## config.mk

```make
export PLATFORM = sky130hd
export DESIGN_NAME = int_desc_exec
export DESIGN_NICKNAME = d
export VERILOG_FILES = /design/src/uframe_status_slot.v /design/src/poll_interval_decode.v /design/src/int_desc_exec.v
export VERILOG_INCLUDE_DIRS = /design/src
export SDC_FILE = /design/constraint.sdc
export NUM_CORES = 1
export LEC_CHECK = 0
export BUFFER_PORTS_ARGS = -buffer_cell sky130_fd_sc_hd__buf_2
export CAP_MARGIN = 20
export CELL_PAD_IN_SITES_DETAIL_PLACEMENT = 2
export CELL_PAD_IN_SITES_GLOBAL_PLACEMENT = 2
export CORE_MARGIN = 1.5
export CORE_UTILIZATION = 38
export CTS_CLUSTER_DIAMETER = 100
export CTS_CLUSTER_SIZE = 24
export DETAILED_ROUTE_END_ITERATION = 8
export PLACE_DENSITY_LB_ADDON = 0.08
export SYNTH_ARGS = -nofsm -noshare
export SYNTH_HDL_FRONTEND = slang
export SYNTH_SLANG_ARGS = --single-unit
```

## constraint.sdc

```tcl
create_clock -name pclk -period 4.35 [get_ports pclk]
set_input_delay 0.87 -clock pclk [delete_from_list [all_inputs] [get_ports pclk]]
set_output_delay 0.87 -clock pclk [all_outputs]
set_load 0.05 [all_outputs]
```

## src/int_desc_map.vh

```
// Register offsets, field positions and reset values of the interrupt descriptor executor
`ifndef INT_DESC_MAP_VH
`define INT_DESC_MAP_VH
// Register byte offsets
`define OFF_CTRL      12'h000
`define OFF_STATUS    12'h004
`define OFF_TOGGLE    12'h008
`define OFF_COUNT     12'h00C
`define OFF_PAYLOAD   12'h010
`define OFF_FRAME     12'h014
`define OFF_DONE_ST   12'h018
`define OFF_IRQ_ST    12'h01C
`define OFF_IRQ_MASK  12'h020
`define OFF_BUSFRAME  12'h024
// Control word fields
`define CTRL_ACTIVE   31
`define CTRL_VALID    30
`define CTRL_HALT     29
`define CTRL_TOKEN_HI 17
`define CTRL_TOKEN_LO 16
`define CTRL_MASK_HI  7
`define CTRL_MASK_LO  0
// Toggle / error word fields
`define TOG_BIT       2
`define TOG_ERR_HI    1
`define TOG_ERR_LO    0
// Frame word fields
`define FRAME_MS_HI   7
`define FRAME_MS_LO   3
// Completion status bits
`define ST_XERR       0
`define ST_BABBLE     1
`define ST_UNDERRUN   2
// Token codes
`define TOKEN_OUT     2'b00
`define TOKEN_IN      2'b01
// Interrupt status bits
`define IRQ_DONE      0
`define IRQ_ERR       1
`define IRQ_HALT      2
// Reset values
`define RST_WORD      32'h0000_0000
`define RST_ERR       2'h0
`endif

```

## src/uframe_status_slot.v

```verilog
// One microframe completion status slot, hardware written, cleared on restart
`timescale 1ns/10ps
`include "int_desc_map.vh"
module uframe_status_slot
(
   // Clock and reset
   input  wire       pclk,
   input  wire       presetn,
   // Update
   input  wire       clr,
   input  wire       wr,
   input  wire [2:0] st_in,
   // Result
   output reg  [2:0] st_r
);
   always @(posedge pclk or negedge presetn)
   begin
      if (!presetn)
         st_r <= 3'h0;
      else if (wr)
         st_r <= st_in;
      else if (clr)
         st_r <= 3'h0;
   end
endmodule // uframe_status_slot

```

## src/poll_interval_decode.v

```verilog
// Decode of the millisecond polling field into an interval and a frame match
`timescale 1ns/10ps
`include "int_desc_map.vh"
module poll_interval_decode
(
   // Descriptor frame field and bus frame
   input  wire [4:0]  ms_field,
   input  wire [10:0] bus_frame,
   // Result
   output reg         frame_match,
   output reg  [8:0]  interval_uf
);
   reg [3:0] b;
   // Frame due when bus frame is a multiple of the period in milliseconds
   always @*
   begin
      b           = 4'h0;
      interval_uf = 9'h001;
      frame_match = 1'b1;
      if (ms_field == 5'h00)
         frame_match = 1'b1;
      else if (ms_field[4])
         begin
            b           = 4'h8;
            frame_match = (bus_frame[3:0] == 4'h0);
         end
      else if (ms_field[3])
         begin
            b           = 4'h7;
            frame_match = (bus_frame[2:0] == 3'h0);
         end
      else if (ms_field[2])
         begin
            b           = 4'h6;
            frame_match = (bus_frame[1:0] == 2'h0);
         end
      else if (ms_field[1])
         begin
            b           = 4'h5;
            frame_match = (bus_frame[0] == 1'b0);
         end
      else
         b = 4'h4;
      // interval is two to the b minus one
      if (b != 4'h0)
         interval_uf = 9'h001 << (b - 4'h1);
   end
endmodule // poll_interval_decode

```

## src/int_desc_exec.v

```verilog
// Function
// - Three-bit status: error, babble, underrun
// - Eight separate hardware-written status slots
// - Issue only in enabled microframes of matching frame
// - Activation pattern selects microframe cadence
// - Software sets, hardware clears activation bits
// - Active written with the valid value unless halted
// - Software loads toggle, hardware writes next
// - Two-bit error counter, both sides write
// - Fifteen-bit count of bytes moved
// - Upper frame bits are millisecond interval
// - Interval is two to b minus one
// - Token 00 is OUT, 01 is IN
//
// The APB register port and the register offsets were decided locally.
`timescale 1ns/10ps
`include "int_desc_map.vh"
module int_desc_exec
#(
   parameter CNT_W = 15
)
(
   // APB
   input  wire        pclk,
   input  wire        presetn,
   input  wire        psel,
   input  wire        penable,
   input  wire        pwrite,
   input  wire [11:0] paddr,
   input  wire [31:0] pwdata,
   output reg  [31:0] prdata,
   output reg         pready,
   output reg         pslverr,
   // Bus timing
   input  wire        uframe_start,
   input  wire [2:0]  uframe_index,
   input  wire [10:0] bus_frame,
   // Transaction engine
   output reg         xfer_issue,
   output reg         xfer_is_in,
   output reg         xfer_toggle,
   output reg  [15:0] xfer_ram_ptr,
   input  wire        xfer_done,
   input  wire [2:0]  xfer_status,
   input  wire [CNT_W-1:0] xfer_bytes,
   input  wire        xfer_halted,
   // Interrupt
   output reg         irq
);
   localparam S_IDLE = 3'b001;
   localparam S_WAIT = 3'b010;
   localparam S_DONE = 3'b100;

   reg  [2:0]       state_r;
   reg              active_r;
   reg              valid_r;
   reg              halt_r;
   reg  [1:0]       token_r;
   reg  [7:0]       act_mask_r;
   reg              toggle_r;
   reg  [1:0]       err_r;
   reg  [CNT_W-1:0] count_r;
   reg  [15:0]      payload_r;
   reg  [7:0]       frame_r;
   reg  [2:0]       irq_st_r;
   reg  [2:0]       irq_mask_r;
   reg  [2:0]       cur_uf_r;
   reg  [7:0]       st_wr;
   reg  [2:0]       st_f;

   // Merged next values of the descriptor fields
   reg  [7:0]       act_mask_nxt;
   reg  [7:0]       uf_clr;
   reg              halt_nxt;
   reg              toggle_nxt;
   reg  [1:0]       err_nxt;
   reg  [2:0]       irq_st_nxt;
   wire [23:0]      st_all;
   wire             frame_match;
   wire [8:0]       interval_uf;

   // First access cycle launches the answer
   wire acc    = psel & penable & ~pready;
   // Writes land only at the edge that completes the access; a
   // write-one-to-clear there still wipes an event set one cycle earlier
   wire wr_en  = psel & penable & pready & pwrite;
   wire wr_ctl = wr_en && (paddr == `OFF_CTRL);
   wire wr_tog = wr_en && (paddr == `OFF_TOGGLE);
   wire wr_pay = wr_en && (paddr == `OFF_PAYLOAD);
   wire wr_frm = wr_en && (paddr == `OFF_FRAME);
   wire wr_ist = wr_en && (paddr == `OFF_IRQ_ST);
   wire wr_msk = wr_en && (paddr == `OFF_IRQ_MASK);
   // Unmapped or unaligned addresses answer with an error and read as zero
   wire mapped = (paddr <= `OFF_BUSFRAME) && (paddr[1:0] == 2'b00);

   // Restarting the descriptor wipes old per-microframe results
   wire restart = wr_ctl & pwdata[`CTRL_VALID];

   poll_interval_decode u_dec
   (
      .ms_field    (frame_r[`FRAME_MS_HI:`FRAME_MS_LO]),
      .bus_frame   (bus_frame),
      .frame_match (frame_match),
      .interval_uf (interval_uf)
   );

   genvar g;
   generate
      for (g = 0; g < 8; g = g + 1)
      begin : g_slot
         uframe_status_slot u_slot
         (
            .pclk    (pclk),
            .presetn (presetn),
            .clr     (restart),
            .wr      (st_wr[g]),
            .st_in   (st_f),
            .st_r    (st_all[3*g+2:3*g])
         );
      end
   endgenerate

   always @*
   begin
      st_wr = 8'h00;
      // slot written at the done edge, a cycle before the mask bit drops
      if (state_r == S_WAIT && xfer_done)
         st_wr[cur_uf_r] = 1'b1;
   end

   // issue only in matching frame with enabled bit
   // the mask pattern sets the microframe cadence, the frame match the frame cadence
   wire due = uframe_start && valid_r && active_r && !halt_r && frame_match
              && act_mask_r[uframe_index] && (state_r == S_IDLE);

   // Result status filtered by direction
   always @*
   begin
      st_f = 3'h0;
      // error always, babble IN only, underrun OUT only
      st_f[`ST_XERR] = xfer_status[`ST_XERR];
      if (token_r == `TOKEN_IN)
         st_f[`ST_BABBLE] = xfer_status[`ST_BABBLE];
      if (token_r == `TOKEN_OUT)
         st_f[`ST_UNDERRUN] = xfer_status[`ST_UNDERRUN];
   end

   wire bad = |st_f;

   // Descriptor fields next state; a hardware halt beats a same-cycle write
   always @*
   begin
      uf_clr       = 8'h00;
      halt_nxt     = halt_r;
      toggle_nxt   = toggle_r;
      err_nxt      = err_r;
      if (state_r == S_DONE)
         uf_clr[cur_uf_r] = 1'b1;
      // software may only set bits; only those survive a same-cycle clear
      act_mask_nxt = act_mask_r & ~uf_clr;
      if (wr_ctl)
         act_mask_nxt = act_mask_nxt | pwdata[`CTRL_MASK_HI:`CTRL_MASK_LO];
      if (state_r == S_WAIT && xfer_done)
      begin
         // next toggle only on a clean transaction
         if (!bad)
            toggle_nxt = ~toggle_r;
         if (bad && err_r != 2'h3)
            err_nxt = err_r + 2'h1;
         else if (!bad)
            err_nxt = `RST_ERR;
      end
      if (wr_tog)
      begin
         toggle_nxt = pwdata[`TOG_BIT];
         err_nxt    = pwdata[`TOG_ERR_HI:`TOG_ERR_LO];
      end
      if (wr_ctl)
         halt_nxt = pwdata[`CTRL_HALT];
      if (state_r == S_WAIT && xfer_done && xfer_halted)
         halt_nxt = 1'b1;
   end

   always @(posedge pclk or negedge presetn)
   begin
      if (!presetn)
      begin
         state_r      <= S_IDLE;
         active_r     <= 1'b0;
         valid_r      <= 1'b0;
         halt_r       <= 1'b0;
         token_r      <= `TOKEN_OUT;
         act_mask_r   <= 8'h00;
         toggle_r     <= 1'b0;
         err_r        <= `RST_ERR;
         count_r      <= {CNT_W{1'b0}};
         payload_r    <= 16'h0000;
         frame_r      <= 8'h00;
         cur_uf_r     <= 3'h0;
         xfer_issue   <= 1'b0;
         xfer_is_in   <= 1'b0;
         xfer_toggle  <= 1'b0;
         xfer_ram_ptr <= 16'h0000;
      end
      else
      begin
         xfer_issue <= 1'b0;
         case (state_r)
            S_IDLE:
            begin
               if (due)
               begin
                  cur_uf_r     <= uframe_index;
                  xfer_issue   <= 1'b1;
                  xfer_is_in   <= (token_r == `TOKEN_IN);
                  xfer_toggle  <= toggle_r;
                  xfer_ram_ptr <= payload_r;
                  state_r      <= S_WAIT;
               end
            end
            S_WAIT:
            begin
               if (xfer_done)
               begin
                  // Status, toggle and error take their next values above
                  // bytes moved, intermediate counts allowed
                  count_r  <= xfer_bytes;
                  state_r  <= S_DONE;
               end
            end
            S_DONE:
            begin
               active_r <= valid_r & ~halt_r;
               state_r  <= S_IDLE;
            end
            default: state_r <= S_IDLE;
         endcase
         // Merged hardware and software updates of the descriptor fields
         act_mask_r <= act_mask_nxt;
         halt_r     <= halt_nxt;
         toggle_r   <= toggle_nxt;
         err_r      <= err_nxt;
         if (wr_ctl)
         begin
            active_r   <= pwdata[`CTRL_ACTIVE];
            valid_r    <= pwdata[`CTRL_VALID];
            token_r    <= pwdata[`CTRL_TOKEN_HI:`CTRL_TOKEN_LO];
         end
         if (wr_pay)
            payload_r <= pwdata[15:0];
         if (wr_frm)
            frame_r <= pwdata[7:0];
      end
   end

   // Interrupt status, set wins over write-one-to-clear
   wire [2:0] ev;
   // Events are single-cycle; each fires at the done edge
   assign ev[`IRQ_DONE] = (state_r == S_WAIT) & xfer_done;
   assign ev[`IRQ_ERR]  = (state_r == S_WAIT) & xfer_done & bad;
   assign ev[`IRQ_HALT] = (state_r == S_WAIT) & xfer_done & xfer_halted;
   wire [2:0] w1c = wr_ist ? pwdata[2:0] : 3'h0;

   // A clear that meets a new event leaves the event standing
   always @*
   begin
      irq_st_nxt = (irq_st_r & ~w1c) | ev;
   end

   always @(posedge pclk or negedge presetn)
   begin
      if (!presetn)
      begin
         irq_st_r   <= 3'h0;
         irq_mask_r <= 3'h0;
         irq        <= 1'b0;
      end
      else
      begin
         irq_st_r <= irq_st_nxt;
         if (wr_msk)
            irq_mask_r <= pwdata[2:0];
         // Built from the next status so the level adds no further lag
         irq <= |(irq_st_nxt & irq_mask_r);
      end
   end

   // APB read mux, answer in the access cycle
   reg [31:0] rd;
   always @*
   begin
      rd = `RST_WORD;
      case (paddr)
         `OFF_CTRL:
         begin
            rd[`CTRL_ACTIVE] = active_r;
            rd[`CTRL_VALID]  = valid_r;
            rd[`CTRL_HALT]   = halt_r;
            rd[`CTRL_TOKEN_HI:`CTRL_TOKEN_LO] = token_r;
            rd[`CTRL_MASK_HI:`CTRL_MASK_LO]   = act_mask_r;
         end
         `OFF_STATUS:   rd = {8'h00, st_all};
         `OFF_TOGGLE:   rd = {29'h0, toggle_r, err_r};
         `OFF_COUNT:    rd[CNT_W-1:0] = count_r;
         `OFF_PAYLOAD:  rd = {16'h0000, payload_r};
         `OFF_FRAME:    rd = {24'h0, frame_r};
         `OFF_DONE_ST:  rd = {20'h0, interval_uf, cur_uf_r};
         `OFF_IRQ_ST:   rd = {29'h0, irq_st_r};
         `OFF_IRQ_MASK: rd = {29'h0, irq_mask_r};
         `OFF_BUSFRAME: rd = {20'h0, frame_match, bus_frame};
         default:       rd = `RST_WORD;
      endcase
   end

   always @(posedge pclk or negedge presetn)
   begin
      if (!presetn)
      begin
         prdata  <= `RST_WORD;
         pready  <= 1'b0;
         pslverr <= 1'b0;
      end
      else
      begin
         // One wait state: pready rises one cycle into the access phase
         pready  <= acc;
         pslverr <= acc & ~mapped;
         if (acc & ~pwrite)
            prdata <= rd;
      end
   end
endmodule // int_desc_exec

```

After elaboration in Yosys (flattened, before gate mapping)
Index checks and enable logic that the tools add are counted.
{ "op_classes": {"addsub": 2, "order_cmp": 4, "eq_ne": 18, "n_shift": 1, "mux": 52, "bitwise_logic": 24, "n_reduce_logical": 44} }
{ "ops": {"columns": ["cell", "count"], "rows": [
  ["$pmux 8 s10", 1],
  ["$eq 12x5->1 const B", 4],
  ["$mux 3", 13],
  ["$pmux 7 s5", 1],
  ["$eq 12x4->1 const B", 2],
  ["$eq 12x6->1 const B", 2],
  ["$mux 8", 3],
  ["$reduce_bool 2->1", 11],
  ["$mux 1", 19],
  ["$logic_and 1x1->1", 17],
  ["$mux 4", 4],
  ["$eq 12x3->1 const B", 1],
  ["$le 12x6->1 const B", 1],
  ["$logic_not 12->1", 1],
  ["$and 1x1->1", 11],
  ["$reduce_and 2->1", 5],
  ["$mux 9", 1],
  ["$shl 1x4->9 const A", 1],
  ["$and 8x8->8", 1],
  ["$lt 3x4->1 const B", 2],
  ["$mux 2", 4],
  ["$ne 2x2->1 const B", 4],
  ["$not 8->8", 1],
  ["$or 8x8->8", 1],
  ["other kinds (25)", 34]
]} }
{ "word_totals": {"register_bits": 145, "output_inout_bits": 54} }

Depth between registers and ports, before layout
Gate-level depths: netlist of run 1.
{ "depth": {"ltp_word": 11, "depth_mapped": 9, "depth_no_buf": 8} }

Cells and area by module
Synthesis of run 1 repeated with hierarchy kept, for this count alone.
{ "hier_totals": {"hier_cells": 593, "hier_area_um2": 6641.4} }
{ "modules_own_cells": {"columns": ["mod", "instances", "cells_per_inst", "area_each_um2", "seq_area_each_um2"], "rows": [
  ["int_desc_exec", 1, 519, 5680.4, 2904.0],
  ["uframe_status_slot", 8, 7, 107.6, 75.1],
  ["poll_interval_decode", 1, 18, 100.1, 0.0]
]} }

Worst setup path before layout of run 1
OpenSTA, ideal clock, no wires.
{ "synth_timing": {"path_type": "input to register", "start": "input paddr[4]", "end": "register token_r[0]", "setup_time_ns": 0.125, "t_arrival_ns": 2.314, "required_ns": 4.225, "path_slack_ns": 1.911, "path_stages": 7, "n_path_buf": 3, "path_cell_list": "buf_2 -> nor4_2 -> and3_1 -> buf_4 -> and2_1 -> buf_2 -> mux2_2"} }
{ "synth_between": {"elab_chain_cells": 2} }
{ "synth_rtl": {"columns": ["element", "line", "text"], "rows": [
  ["start: declaration", "int_desc_exec.v:29", "input wire [11:0] paddr,"],
  ["$logic_not 12->1", null, null],
  ["$logic_and 1x1->1", "int_desc_exec.v:87", "wire wr_ctl = wr_en && (paddr == `OFF_CTRL);"],
  ["end signal: assignment", "int_desc_exec.v:192", "token_r <= `TOKEN_OUT;"],
  ["end signal: assignment", "int_desc_exec.v:247", "token_r <= pwdata[`CTRL_TOKEN_HI:`CTRL_TOKEN_LO];"],
  ["end: declaration", "int_desc_exec.v:58", "reg [1:0] token_r;"]
]} }
No other way between the ends.
A chain may end at the register's enable or synchronous reset.

Final worst setup path of run 1
{ "layout_timing": {"start": "input paddr[2]", "end": "register valid_r"} }
{ "layout_between": {"elab_chain_cells": 2} }
{ "layout_rtl": {"columns": ["element", "line", "text"], "rows": [
  ["$logic_not 12->1", null, null],
  ["$logic_and 1x1->1", "int_desc_exec.v:87", null],
  ["end signal: assignment", "int_desc_exec.v:246", "valid_r <= pwdata[`CTRL_VALID];"],
  ["end: declaration", "int_desc_exec.v:56", "reg valid_r;"]
]} }
No other way between the ends.

==> results of run 1 <==
[layout make-up]
type / instances / area share
clock inverter: 12 / 0.0229
timing repair buffer: 130 / 0.0836
inverter: 6 / 0.00277
clock buffer: 19 / 0.0545
sequential: 140 / 0.431
multi-input combinational: 438 / 0.370
tap: 225 / 0.0347
[per-stage QoR]
stage / utilization / total power, uW / worst slack (ps)
global placement: 0.432 / 1580 / 982
finish: 0.468 / 3140 / 1350
detailed placement: 0.432 / 1590 / 921
CTS: 0.468 / 3180 / 1380
global route: 0.468 / 3240 / 1210
floorplan: - / 1480 / 1910
[power by group through the flow]
stage | clock, uW | sequential, uW | combinational, uW
after floorplan | 0 | 1400 | 73.4
after global placement | 0 | 1360 | 219
after detailed placement | 0 | 1370 | 225
after CTS | 1610 | 1340 | 228
after global routing | 1650 | 1350 | 242
final | 1580 | 1340 | 224
[registers in the layout, indices dropped and copies added (netlist names)]
name	count
irq_st_r	3
pready	1
act_mask_r	8
cur_uf_r	3
state_r	3
count_r	15
valid_r	1
pslverr	1
active_r	1
prdata	27
irq	1
xfer_issue	1
g_slot.u_slot.st_r	24
toggle_r	1
xfer_toggle	1
frame_r	8
payload_r	16
xfer_ram_ptr	16
irq_mask_r	3
token_r	2
err_r	2
xfer_is_in	1
halt_r	1
[cell usage in the layout, fill, tap and decap left out, drive strengths merged, types with 3 or more instances in the layout]
| cell type | instances |
|---|---|
| nor2 | 26 |
| a21oi | 14 |
| buf | 130 |
| nand4 | 4 |
| and3 | 7 |
| o21ai | 21 |
| dfrtp | 139 |
| a221oi | 9 |
| a21o | 4 |
| nand2 | 134 |
| a32oi | 3 |
| conb | 5 |
| bufinv | 4 |
| nor4b | 3 |
| inv | 7 |
| or3 | 4 |
| nand2b | 3 |
| clkinv | 4 |
| nand3 | 25 |
| mux2 | 53 |
| and2 | 4 |
| nor3b | 3 |
| nor2b | 5 |
| a22o | 11 |
| clkinvlp | 3 |
| nand3b | 3 |
| clkbuf | 19 |
| nor4 | 5 |
| mux4 | 6 |
| o22ai | 27 |
| mux2i | 13 |
| nor3 | 4 |
| a222oi | 4 |
| a31oi | 7 |
[how the worst min path moves through the flow]
| stage | to | cells past startpoint | slack, ps |
|---|---|---|---|
| floorplan | count_r[11] | 2 | 440 |
| global placement | prdata[30] | 2 | 440 |
| detailed placement | prdata[30] | 2 | 460 |
| CTS | prdata[30] | 2 | 480 |
| global route | prdata[30] | 2 | 500 |
| finish | prdata[29] | 2 | 470 |
[worst max-delay path: cells and delay by family]
family                 cells  cell delay [ps]
buffers and inverters      1              320
muxes                      1              420
and+or+nand+nor            3             1690
[cell families (layout without fill, tap and decap cells)]
logic type,Yosys count,count (layout),share of synthesized area
flip-flops,140,140,0.518
AO/OA/AOI/OAI,116,116,0.119
adder cells (fa/ha/maj),2,2,0.00370
AND/OR/NAND/NOR,242,242,0.178
other,1,5,0.000554
XOR/XNOR,1,1,0.00129
buffers and inverters,49,167,0.0409
multiplexers,72,72,0.140
[routing by layer]
metal,wire length [um],vias up,track usage
met5,0,-,0
met2,11900,164,0.453
met1,10400,2874,0.354
met4,333,0,0.0780
met3,1080,25,0.0496
li1,-,2462,-
==> results.sh, run 1 <==
export IMPL_status="complete, no violations"
export IMPL_cap_violations=0
export IMPL_p_leak_uw=0.00394
export IMPL_synthFlopType="dfrtp_1"
export IMPL_r2r_setup_slack_ps=1970
export IMPL_netlist_instances=623
export IMPL_finalSetupTns_ps=0
export IMPL_criticalPathCategory="primary input to register"
export IMPL_placed_area_um2=7490
export IMPL_slowest_delay_ps=620
export IMPL_insertion_delay_ps=420
export IMPL_grt_pass1_wl_mm=36.5
export IMPL_cp_start_kind="primary input"
export IMPL_grt_start_max_net_pins=91
export IMPL_crit_chain="buf_2 -> nor4_2 -> and3_1 -> and2_1 -> mux2_2"
export IMPL_route_vias_total=5525
export IMPL_clk_path_buf_depth=2
export IMPL_wl_per_cell_um=24.4
export IMPL_p_int_uw=2370
export IMPL_detail_route_antenna_nets=0
export IMPL_num_rows=48
export IMPL_synth_most_common_cell="dfrtp_1"
export IMPL_pwr_share_clk=0.502
export IMPL_cts_root_buf="clkbuf_16"
export IMPL_yosysSeqAreaShare=0.518
export IMPL_cts_buffers=17
export IMPL_drive_gt1_frac=0.302
export IMPL_cp_max_fo=24
export IMPL_core_um2=17400
export IMPL_fin_area_um2=8120
export IMPL_cts_tree="done"
export IMPL_grt_pass1_vias=6099
export IMPL_reg2reg_to="prdata[5]"
export IMPL_die_w_um=136
export IMPL_finalNonFillerCells=970
export IMPL_die_y_um=136
export IMPL_syn_to_final_growth_pct=20.0
export IMPL_grt_overflow=0
export IMPL_ff2ff_path_depth=8
export IMPL_max_slew_margin=0.353
export IMPL_yosys_cell_types_count=68
export IMPL_yosys_top_cells_count="dfrtp_1, nand2_1, o22ai_1"
export IMPL_hp_start="prdata[29]"
export IMPL_dieArea_um2=18600
export IMPL_cp_startpoint="paddr[2]"
export IMPL_synth_warnings=0
export IMPL_slowest_stage="and2_1"
export IMPL_routed_wl_mm=23.7
export IMPL_power_density_nw_per_um2=387
export IMPL_min_path_type="register to register"
export IMPL_hold_buffers=0
export IMPL_fillers=1837
export IMPL_antennaDiodeCount=0
export IMPL_synth_edff_count=0
export IMPL_grt_usage=0.270
export IMPL_worstMarginPinSlew_ps=970
export IMPL_place_hpwl_mm=16.9
export IMPL_fin_skew_ps=8.23
export IMPL_fin_crit_sh=0.690
export IMPL_holdWs_ps=469
export IMPL_endpoint_kind="register"
export IMPL_ioPinCount=138
export IMPL_cts_sinks=140
export IMPL_worstPathArrival_ps=3300
export IMPL_regArea_um2=3500
export IMPL_p_sw_uw=775
export IMPL_drtIter0Drc=242
export IMPL_cp_endpoint="valid_r"
export IMPL_ys_seq_elements=140
export IMPL_post_route_drc_count=0
export IMPL_fmax_mhz=333
export IMPL_finalCriticalPeriod_ps=3000
export IMPL_power_ir_vdd_worst_uv=251
export IMPL_multi_input_area_um2=3010
export IMPL_firstDrtPassIters=5
export IMPL_rsz0062_at_grt="false"
export IMPL_hold_viol=0
export IMPL_syn_mean_instance_area_um2=10.9
export IMPL_cts_max_level=4
export IMPL_path_clk_slew_ps=60
export IMPL_viasPerCell=5.70
export IMPL_dp_cells=939
export IMPL_syn_area_um2=6770
export IMPL_setup_viol=0
export IMPL_power_frac_comb=0.071
export IMPL_final_nets=819
export IMPL_initial_core_util=0.390
export IMPL_reg2reg_from="frame_r[5]"
export IMPL_power_share_switching=0.247
export IMPL_slew_viol_final=0
export IMPL_synth_top_area_frac=0.514
export IMPL_crit_required_ps=4650
export IMPL_ctsResizeCount=0
export IMPL_synth_area_leaders="dfrtp_1, nand2_1, mux2_4"
export IMPL_gp_congestion=0.893
export IMPL_io_buffers=121
export IMPL_seqPwrFrac=0.427
export IMPL_cts_setup_buffers=0
export IMPL_grt_antenna_before_repair=0
export IMPL_synth_top_cell_by_area="dfrtp_1"
export IMPL_ys_async_sr_fraction=1.00
Power figures use the tool's default switching activity.
==> run 2, diff against run 1 <==
--- a/config.mk
+++ b/config.mk
@@ -6,12 +6,13 @@
 export SDC_FILE = /design/constraint.sdc
 export NUM_CORES = 1
 export LEC_CHECK = 0
+export ABC_AREA = 1
 export BUFFER_PORTS_ARGS = -buffer_cell sky130_fd_sc_hd__buf_2
 export CAP_MARGIN = 20
 export CELL_PAD_IN_SITES_DETAIL_PLACEMENT = 2
 export CELL_PAD_IN_SITES_GLOBAL_PLACEMENT = 2
 export CORE_MARGIN = 1.5
-export CORE_UTILIZATION = 38
+export CORE_UTILIZATION = 29
 export CTS_CLUSTER_DIAMETER = 100
 export CTS_CLUSTER_SIZE = 24
 export DETAILED_ROUTE_END_ITERATION = 8
==> constraint.sdc (replaced) <==
create_clock -name pclk -period 2.58 [get_ports pclk]
set_input_delay 0.516 -clock pclk [delete_from_list [all_inputs] [get_ports pclk]]
set_output_delay 0.516 -clock pclk [all_outputs]
set_load 0.05 [all_outputs]
==> results.sh, run 2 <==
export IMPL_status="complete, no violations"
export IMPL_cap_violations=0
export IMPL_synth_top_area_frac=0.493
export IMPL_p_leak_uw=0.00470
export IMPL_synth_top_cell_by_area="dfrtp_1"
export IMPL_yosysSeqAreaShare=0.497
export IMPL_place_ws_ps=401
export IMPL_syn_mean_instance_area_um2=8.06
export IMPL_drtIter0Drc=323
export IMPL_layout_common_cells="nand2_1, dfrtp_1, buf_2"
export IMPL_hold_viol=0
export IMPL_routed_wl_mm=25.0
export IMPL_clk_path_buf_depth=2
export IMPL_firstDrtPassIters=4
export IMPL_path_common_cell="nor2_1"
export IMPL_synth_warnings=0
export IMPL_wl_met3_um=490
export IMPL_initial_core_util=0.298
export IMPL_largest_reg_flops=27
export IMPL_yosys_top_cells_count="nand2_1, dfrtp_1, nand3_1"
export IMPL_place_hpwl_mm=19.0
export IMPL_synth_edff_count=0
export IMPL_grt_start_max_net_pins=49
export IMPL_power_frac_comb=0.061
export IMPL_fmax_mhz=453
export IMPL_insertion_delay_ps=430
export IMPL_route_vias_total=6377
export IMPL_dr_max_layer_used="met4"
export IMPL_fin_skew_ps=21.2
export IMPL_cp_start_kind="register"
export IMPL_io_buffers=121
export IMPL_viasPerCell=4.77
export IMPL_met1_length_mm=11.8
export IMPL_reg2reg_to="prdata[9]"
export IMPL_endpoint_kind="register"
export IMPL_antennaDiodeCount=0
export IMPL_syn_to_final_growth_pct=22.3
export IMPL_cts_setup_buffers=0
export IMPL_power_density_nw_per_um2=587
export IMPL_reg_top3="prdata x27, g_slot.u_slot.st_r x24"
export IMPL_dr_wl_met2_mm=12.5
export IMPL_cts_buffers=17
export IMPL_slew_viol_final=0
export IMPL_drive_gt1_frac=0.239
export IMPL_mostFrequentLayoutCell="nand2_1"
export IMPL_rsz0062_at_grt="false"
export IMPL_grt_overflow=0
export IMPL_die_w_um=159
export IMPL_crit_required_ps=2940
export IMPL_seqPwrFrac=0.442
export IMPL_post_route_drc_count=0
export IMPL_dieArea_um2=25300
export IMPL_detail_route_antenna_nets=0
export IMPL_p_int_uw=3750
export IMPL_setup_viol=0
export IMPL_slowest_delay_ps=440
export IMPL_power_share_switching=0.260
export IMPL_worstPathArrival_ps=2570
export IMPL_power_ir_vdd_worst_uv=453
export IMPL_p_sw_uw=1310
export IMPL_cts_root_buf="clkbuf_16"
export IMPL_gp_congestion=0.810
export IMPL_netlist_instances=875
export IMPL_cts_max_level=4
export IMPL_yosys_cell_types_count=36
export IMPL_pwr_share_clk=0.497
export IMPL_ys_async_sr_fraction=1.00
export IMPL_num_rows=56
export IMPL_synthFlopType="dfrtp_1"
export IMPL_finalSetupTns_ps=0
export IMPL_max_slew_margin=0.584
export IMPL_finalWorstSetupSlack_ps=373
export IMPL_core_um2=23700
export IMPL_worstMarginPinSlew_ps=620
export IMPL_ioPinCount=138
export IMPL_r2r_setup_slack_ps=370
export IMPL_synth_area_leaders="dfrtp_1, nand2_1, nand3_1"
export IMPL_hold_buffers=0
export IMPL_finalCriticalPeriod_ps=2210
export IMPL_grt_pass1_wl_mm=40.3
export IMPL_cp_max_fo=4
export IMPL_crit_chain="inv_1 -> nor2_1 -> nor2_1 -> nor2_1 -> nor2_1 -> ha_1 -> inv_1 -> or2_2 -> o21ai_1 -> nor2_1 -> nand2_1 -> nand2_1 -> nand2_1"
export IMPL_min_path_type="primary input to async pin"
export IMPL_ys_seq_elements=140
export IMPL_cts_sinks=140
export IMPL_largest_register="prdata"
export IMPL_slowest_stage="dfrtp_1"
export IMPL_ff2ff_path_depth=13
export IMPL_criticalPathCategory="register to register"
export IMPL_grt_usage=0.207
export IMPL_ctsResizeCount=0
export IMPL_synth_most_common_cell="nand2_1"
export IMPL_fillers=2837
export IMPL_reg2reg_from="frame_r[4]"
export IMPL_wl_per_cell_um=18.7
export IMPL_final_nets=1092
export IMPL_grt_antenna_before_repair=0
export IMPL_grt_pass1_vias=6961
export IMPL_die_y_um=159
export IMPL_fin_crit_sh=0.855
export IMPL_syn_area_um2=7060
export IMPL_cts_tree="done"
export IMPL_path_clk_slew_ps=70
run 2: cell count changes after synthesis, sizes merged, moves of 13 or more:
| cell | change |
|---|---|
| nand3 | +81 |
| nand2 | +170 |
| o21ai | +46 |
| nor2 | +46 |
| inv | +80 |
| mux2i | -13 |
| mux2 | -47 |
run 2: worst max path at each step:
stage,start,endpoint,depth (start not counted)
final,frame_r[4],prdata[9],13
after floorplan,frame_r[5],prdata[9],12
after detailed placement,paddr[9],prdata[10],11
after CTS,frame_r[6],prdata[9],11
after global routing,frame_r[4],prdata[9],13
after global placement,paddr[9],prdata[10],11
run 2: critical path: cells and delay by family (launching register included):
kind,cells,cell delay (ps)
compound gates,1,200
fa+ha+maj,1,300
buf+inv,2,180
flops,1,440
simple gates,9,1000
run 2: area by class of cell:
type	count	area, um2	area share
sequential	140	3500	0.406
timing repair buffer	139	772	0.0895
multi-input combinational	623	3040	0.353
clock buffer	18	429	0.0497
tap	319	399	0.0463
clock inverter	14	158	0.0183
inverter	85	324	0.0376
run 2: layer usage:
metal / vias to the layer above / GRT usage
met2: 80 / 0.365
met1: 3197 / 0.272
met5: - / 0
li1: 3089 / -
met3: 11 / 0.0255
met4: 0 / 0.0463
run 2: cell families (layout without fill, tap and decap cells):
logic type	Yosys count	count (layout)	share of synthesized area
buffers and inverters	116	256	0.0752
flip-flops	140	140	0.497
multiplexers	6	6	0.0128
other	1	5	0.000531
AO/OA/AOI/OAI	103	103	0.0920
adder cells (fa/ha/maj)	2	2	0.00355
AND/OR/NAND/NOR	507	507	0.319
run 2: metrics by stage:
stage | instance area [um2] | power [uW] | utilization | hold WS, ps | instances
after global routing | 8630 | 5240 | 0.364 | 47.2 | 1338
after global placement | 8040 | 2590 | 0.340 | 452 | 1306
after detailed placement | 8040 | 2600 | 0.340 | 457 | 1306
after CTS | 8630 | 5140 | 0.364 | 26.2 | 1338
final | 8630 | 5060 | 0.364 | 17.3 | 1338
after floorplan | 7070 | 2420 | - | 220 | 879
run 2: power by group through the flow:
| stage | registers (uW) | logic [uW] | clock network (uW) |
|---|---|---|---|
| 5_1_grt | 2240 | 342 | 2660 |
| 3_3_place_gp | 2280 | 314 | 0 |
| 3_5_place_dp | 2280 | 316 | 0 |
| 6_report | 2240 | 307 | 2520 |
| 4_1_cts | 2240 | 318 | 2580 |
| 2_1_floorplan | 2300 | 115 | 0 |
==> run 3, diff against run 2 <==
--- a/config.mk
+++ b/config.mk
@@ -11,12 +11,15 @@
 export CAP_MARGIN = 20
 export CELL_PAD_IN_SITES_DETAIL_PLACEMENT = 2
 export CELL_PAD_IN_SITES_GLOBAL_PLACEMENT = 2
+export CORE_ASPECT_RATIO = 0.8
 export CORE_MARGIN = 1.5
 export CORE_UTILIZATION = 29
 export CTS_CLUSTER_DIAMETER = 100
 export CTS_CLUSTER_SIZE = 24
 export DETAILED_ROUTE_END_ITERATION = 8
 export PLACE_DENSITY_LB_ADDON = 0.08
+export RECOVER_POWER = 50
+export SLEW_MARGIN = 20
 export SYNTH_ARGS = -nofsm -noshare
 export SYNTH_HDL_FRONTEND = slang
 export SYNTH_SLANG_ARGS = --single-unit
==> results.sh, run 3 (synthesis results as in run 2) <==
export IMPL_drtIter0Drc=292
export IMPL_grt_usage=0.214
export IMPL_routed_wl_mm=25.6
export IMPL_drive_gt1_frac=0.231
export IMPL_fillers=2787
export IMPL_insertion_delay_ps=450
export IMPL_rsz0062_at_grt="false"
export IMPL_status="complete, but fails checks"
export IMPL_slew_viol_final=54
export IMPL_antennaDiodeCount=0
export IMPL_detail_route_antenna_nets=0
export IMPL_finalNonFillerCells=1338
export IMPL_finalSetupTns_ps=0
export IMPL_setup_viol=0
export IMPL_layout_common_cells="nand2_1, dfrtp_1, buf_2"
export IMPL_dp_cells=1306
export IMPL_ctsResizeCount=0
export IMPL_cts_sinks=140
export IMPL_cts_root_buf="clkbuf_16"
export IMPL_largest_reg_flops=27
export IMPL_fin_crit_sh=0.894
export IMPL_initial_core_util=0.298
export IMPL_multi_input_area_um2=3020
export IMPL_post_route_util=0.365
export IMPL_max_slew_margin=-0.0332
export IMPL_dieArea_um2=25300
export IMPL_mostFrequentLayoutCell="nand2_1"
export IMPL_cts_tree="done"
export IMPL_post_route_drc_count=0
export IMPL_crit_required_ps=2960
export IMPL_endpoint_kind="register"
export IMPL_path_clk_slew_ps=60
export IMPL_worstMarginPinSlew_ps=1550
export IMPL_hold_buffers=0
export IMPL_cts_setup_buffers=0
export IMPL_die_w_um=177
export IMPL_p_leak_uw=0.00470
export IMPL_cts_max_level=4
export IMPL_grt_antenna_before_repair=0
export IMPL_power_ir_vdd_worst_uv=444
export IMPL_min_path_type="primary input to register"
export IMPL_failed_checks="max-capacitance violations, max-slew violations"
export IMPL_fin_skew_ps=12.4
export IMPL_grt_start_max_net_pins=54
export IMPL_criticalPathCategory="register to register"
export IMPL_viasPerCell=4.85
export IMPL_final_nets=1099
export IMPL_core_um2=23600
export IMPL_clk_path_buf_depth=2
export IMPL_finalCriticalPeriod_ps=2310
export IMPL_route_vias_total=6493
export IMPL_grt_overflow=0
export IMPL_hold_viol=0
export IMPL_power_uw=5290
export IMPL_fmax_mhz=434
export IMPL_grt_pass1_wl_mm=40.0
export IMPL_reg_top3="prdata x27, g_slot.u_slot.st_r x24"
export IMPL_cap_violations=1
export IMPL_firstDrtPassIters=4
export IMPL_regArea_um2=3500
export IMPL_place_hpwl_mm=19.3
export IMPL_ioPinCount=138
export IMPL_cp_start_kind="register"
export IMPL_cts_buffers=17
export IMPL_power_density_nw_per_um2=612
export IMPL_die_y_um=143
export IMPL_cp_max_fo=7
export IMPL_worstPathArrival_ps=2680
export IMPL_io_buffers=121
export IMPL_syn_to_final_growth_pct=22.5
export IMPL_grt_pass1_vias=6846
export IMPL_num_rows=50
export IMPL_gp_congestion=0.793
export IMPL_largest_register="prdata"
export IMPL_wl_per_cell_um=19.1
[run 3: final cells by class]
| cell class | count | share of cell area |
|---|---|---|
| Tap cell | 312 | 0.0452 |
| Clock inverter | 14 | 0.0237 |
| Inverter | 85 | 0.0375 |
| Sequential cell | 140 | 0.406 |
| Clock buffer | 18 | 0.0497 |
| Timing Repair Buffer | 146 | 0.0885 |
| Multi-Input combinational cell | 623 | 0.350 |
[run 3: metrics by stage]
stage	cell area (um2)	hold WS (ps)	setup slack, ps
after global routing	8640	269	121
final	8640	276	275
after floorplan	7070	220	850
after detailed placement	8070	457	358
after global placement	8070	452	368
after CTS	8710	57.5	319
[run 3: worst paths after layout]
check / slack, ps / start / endpoint / cells after the start
min reg2reg: 470 / xfer_ram_ptr[12] / xfer_ram_ptr[12] / 2
max in group asynchronous: 600 / presetn / g_slot[0].u_slot.st_r[1] / 2
min in group asynchronous: 440 / presetn / count_r[14] / 1
max: 270 / frame_r[6] / prdata[9] / 11
max reg2reg: 270 / frame_r[6] / prdata[9] / 11
min: 280 / xfer_bytes[8] / count_r[8] / 3
[run 3: report_power, final]
part           switching (uW)  internal (uW)  total [uW]
sequential               15.7           2220        2240
clock                    1100           1640        2740
combinational             226           79.4         305
[run 3: layer usage]
| metal | vias to the layer above | track usage | share of wire |
|---|---|---|---|
| met5 | - | 0 | 0 |
| met4 | 0 | 0.0548 | 0.012 |
| met3 | 24 | 0.0334 | 0.034 |
| met2 | 108 | 0.344 | 0.46 |
| met1 | 3255 | 0.300 | 0.49 |
| li1 | 3106 | - | - |
[run 3: worst max-delay path: stages (launching register included)]
cell     delay (ps)
dfrtp_1         490
nor2_1          120
nor2_1          200
nor2_1           90
ha_1            300
inv_1            80
or2_2           300
o21ai_1         330
nor2_1          110
nand2_1          90
nand2_1          50
nand2_1          80
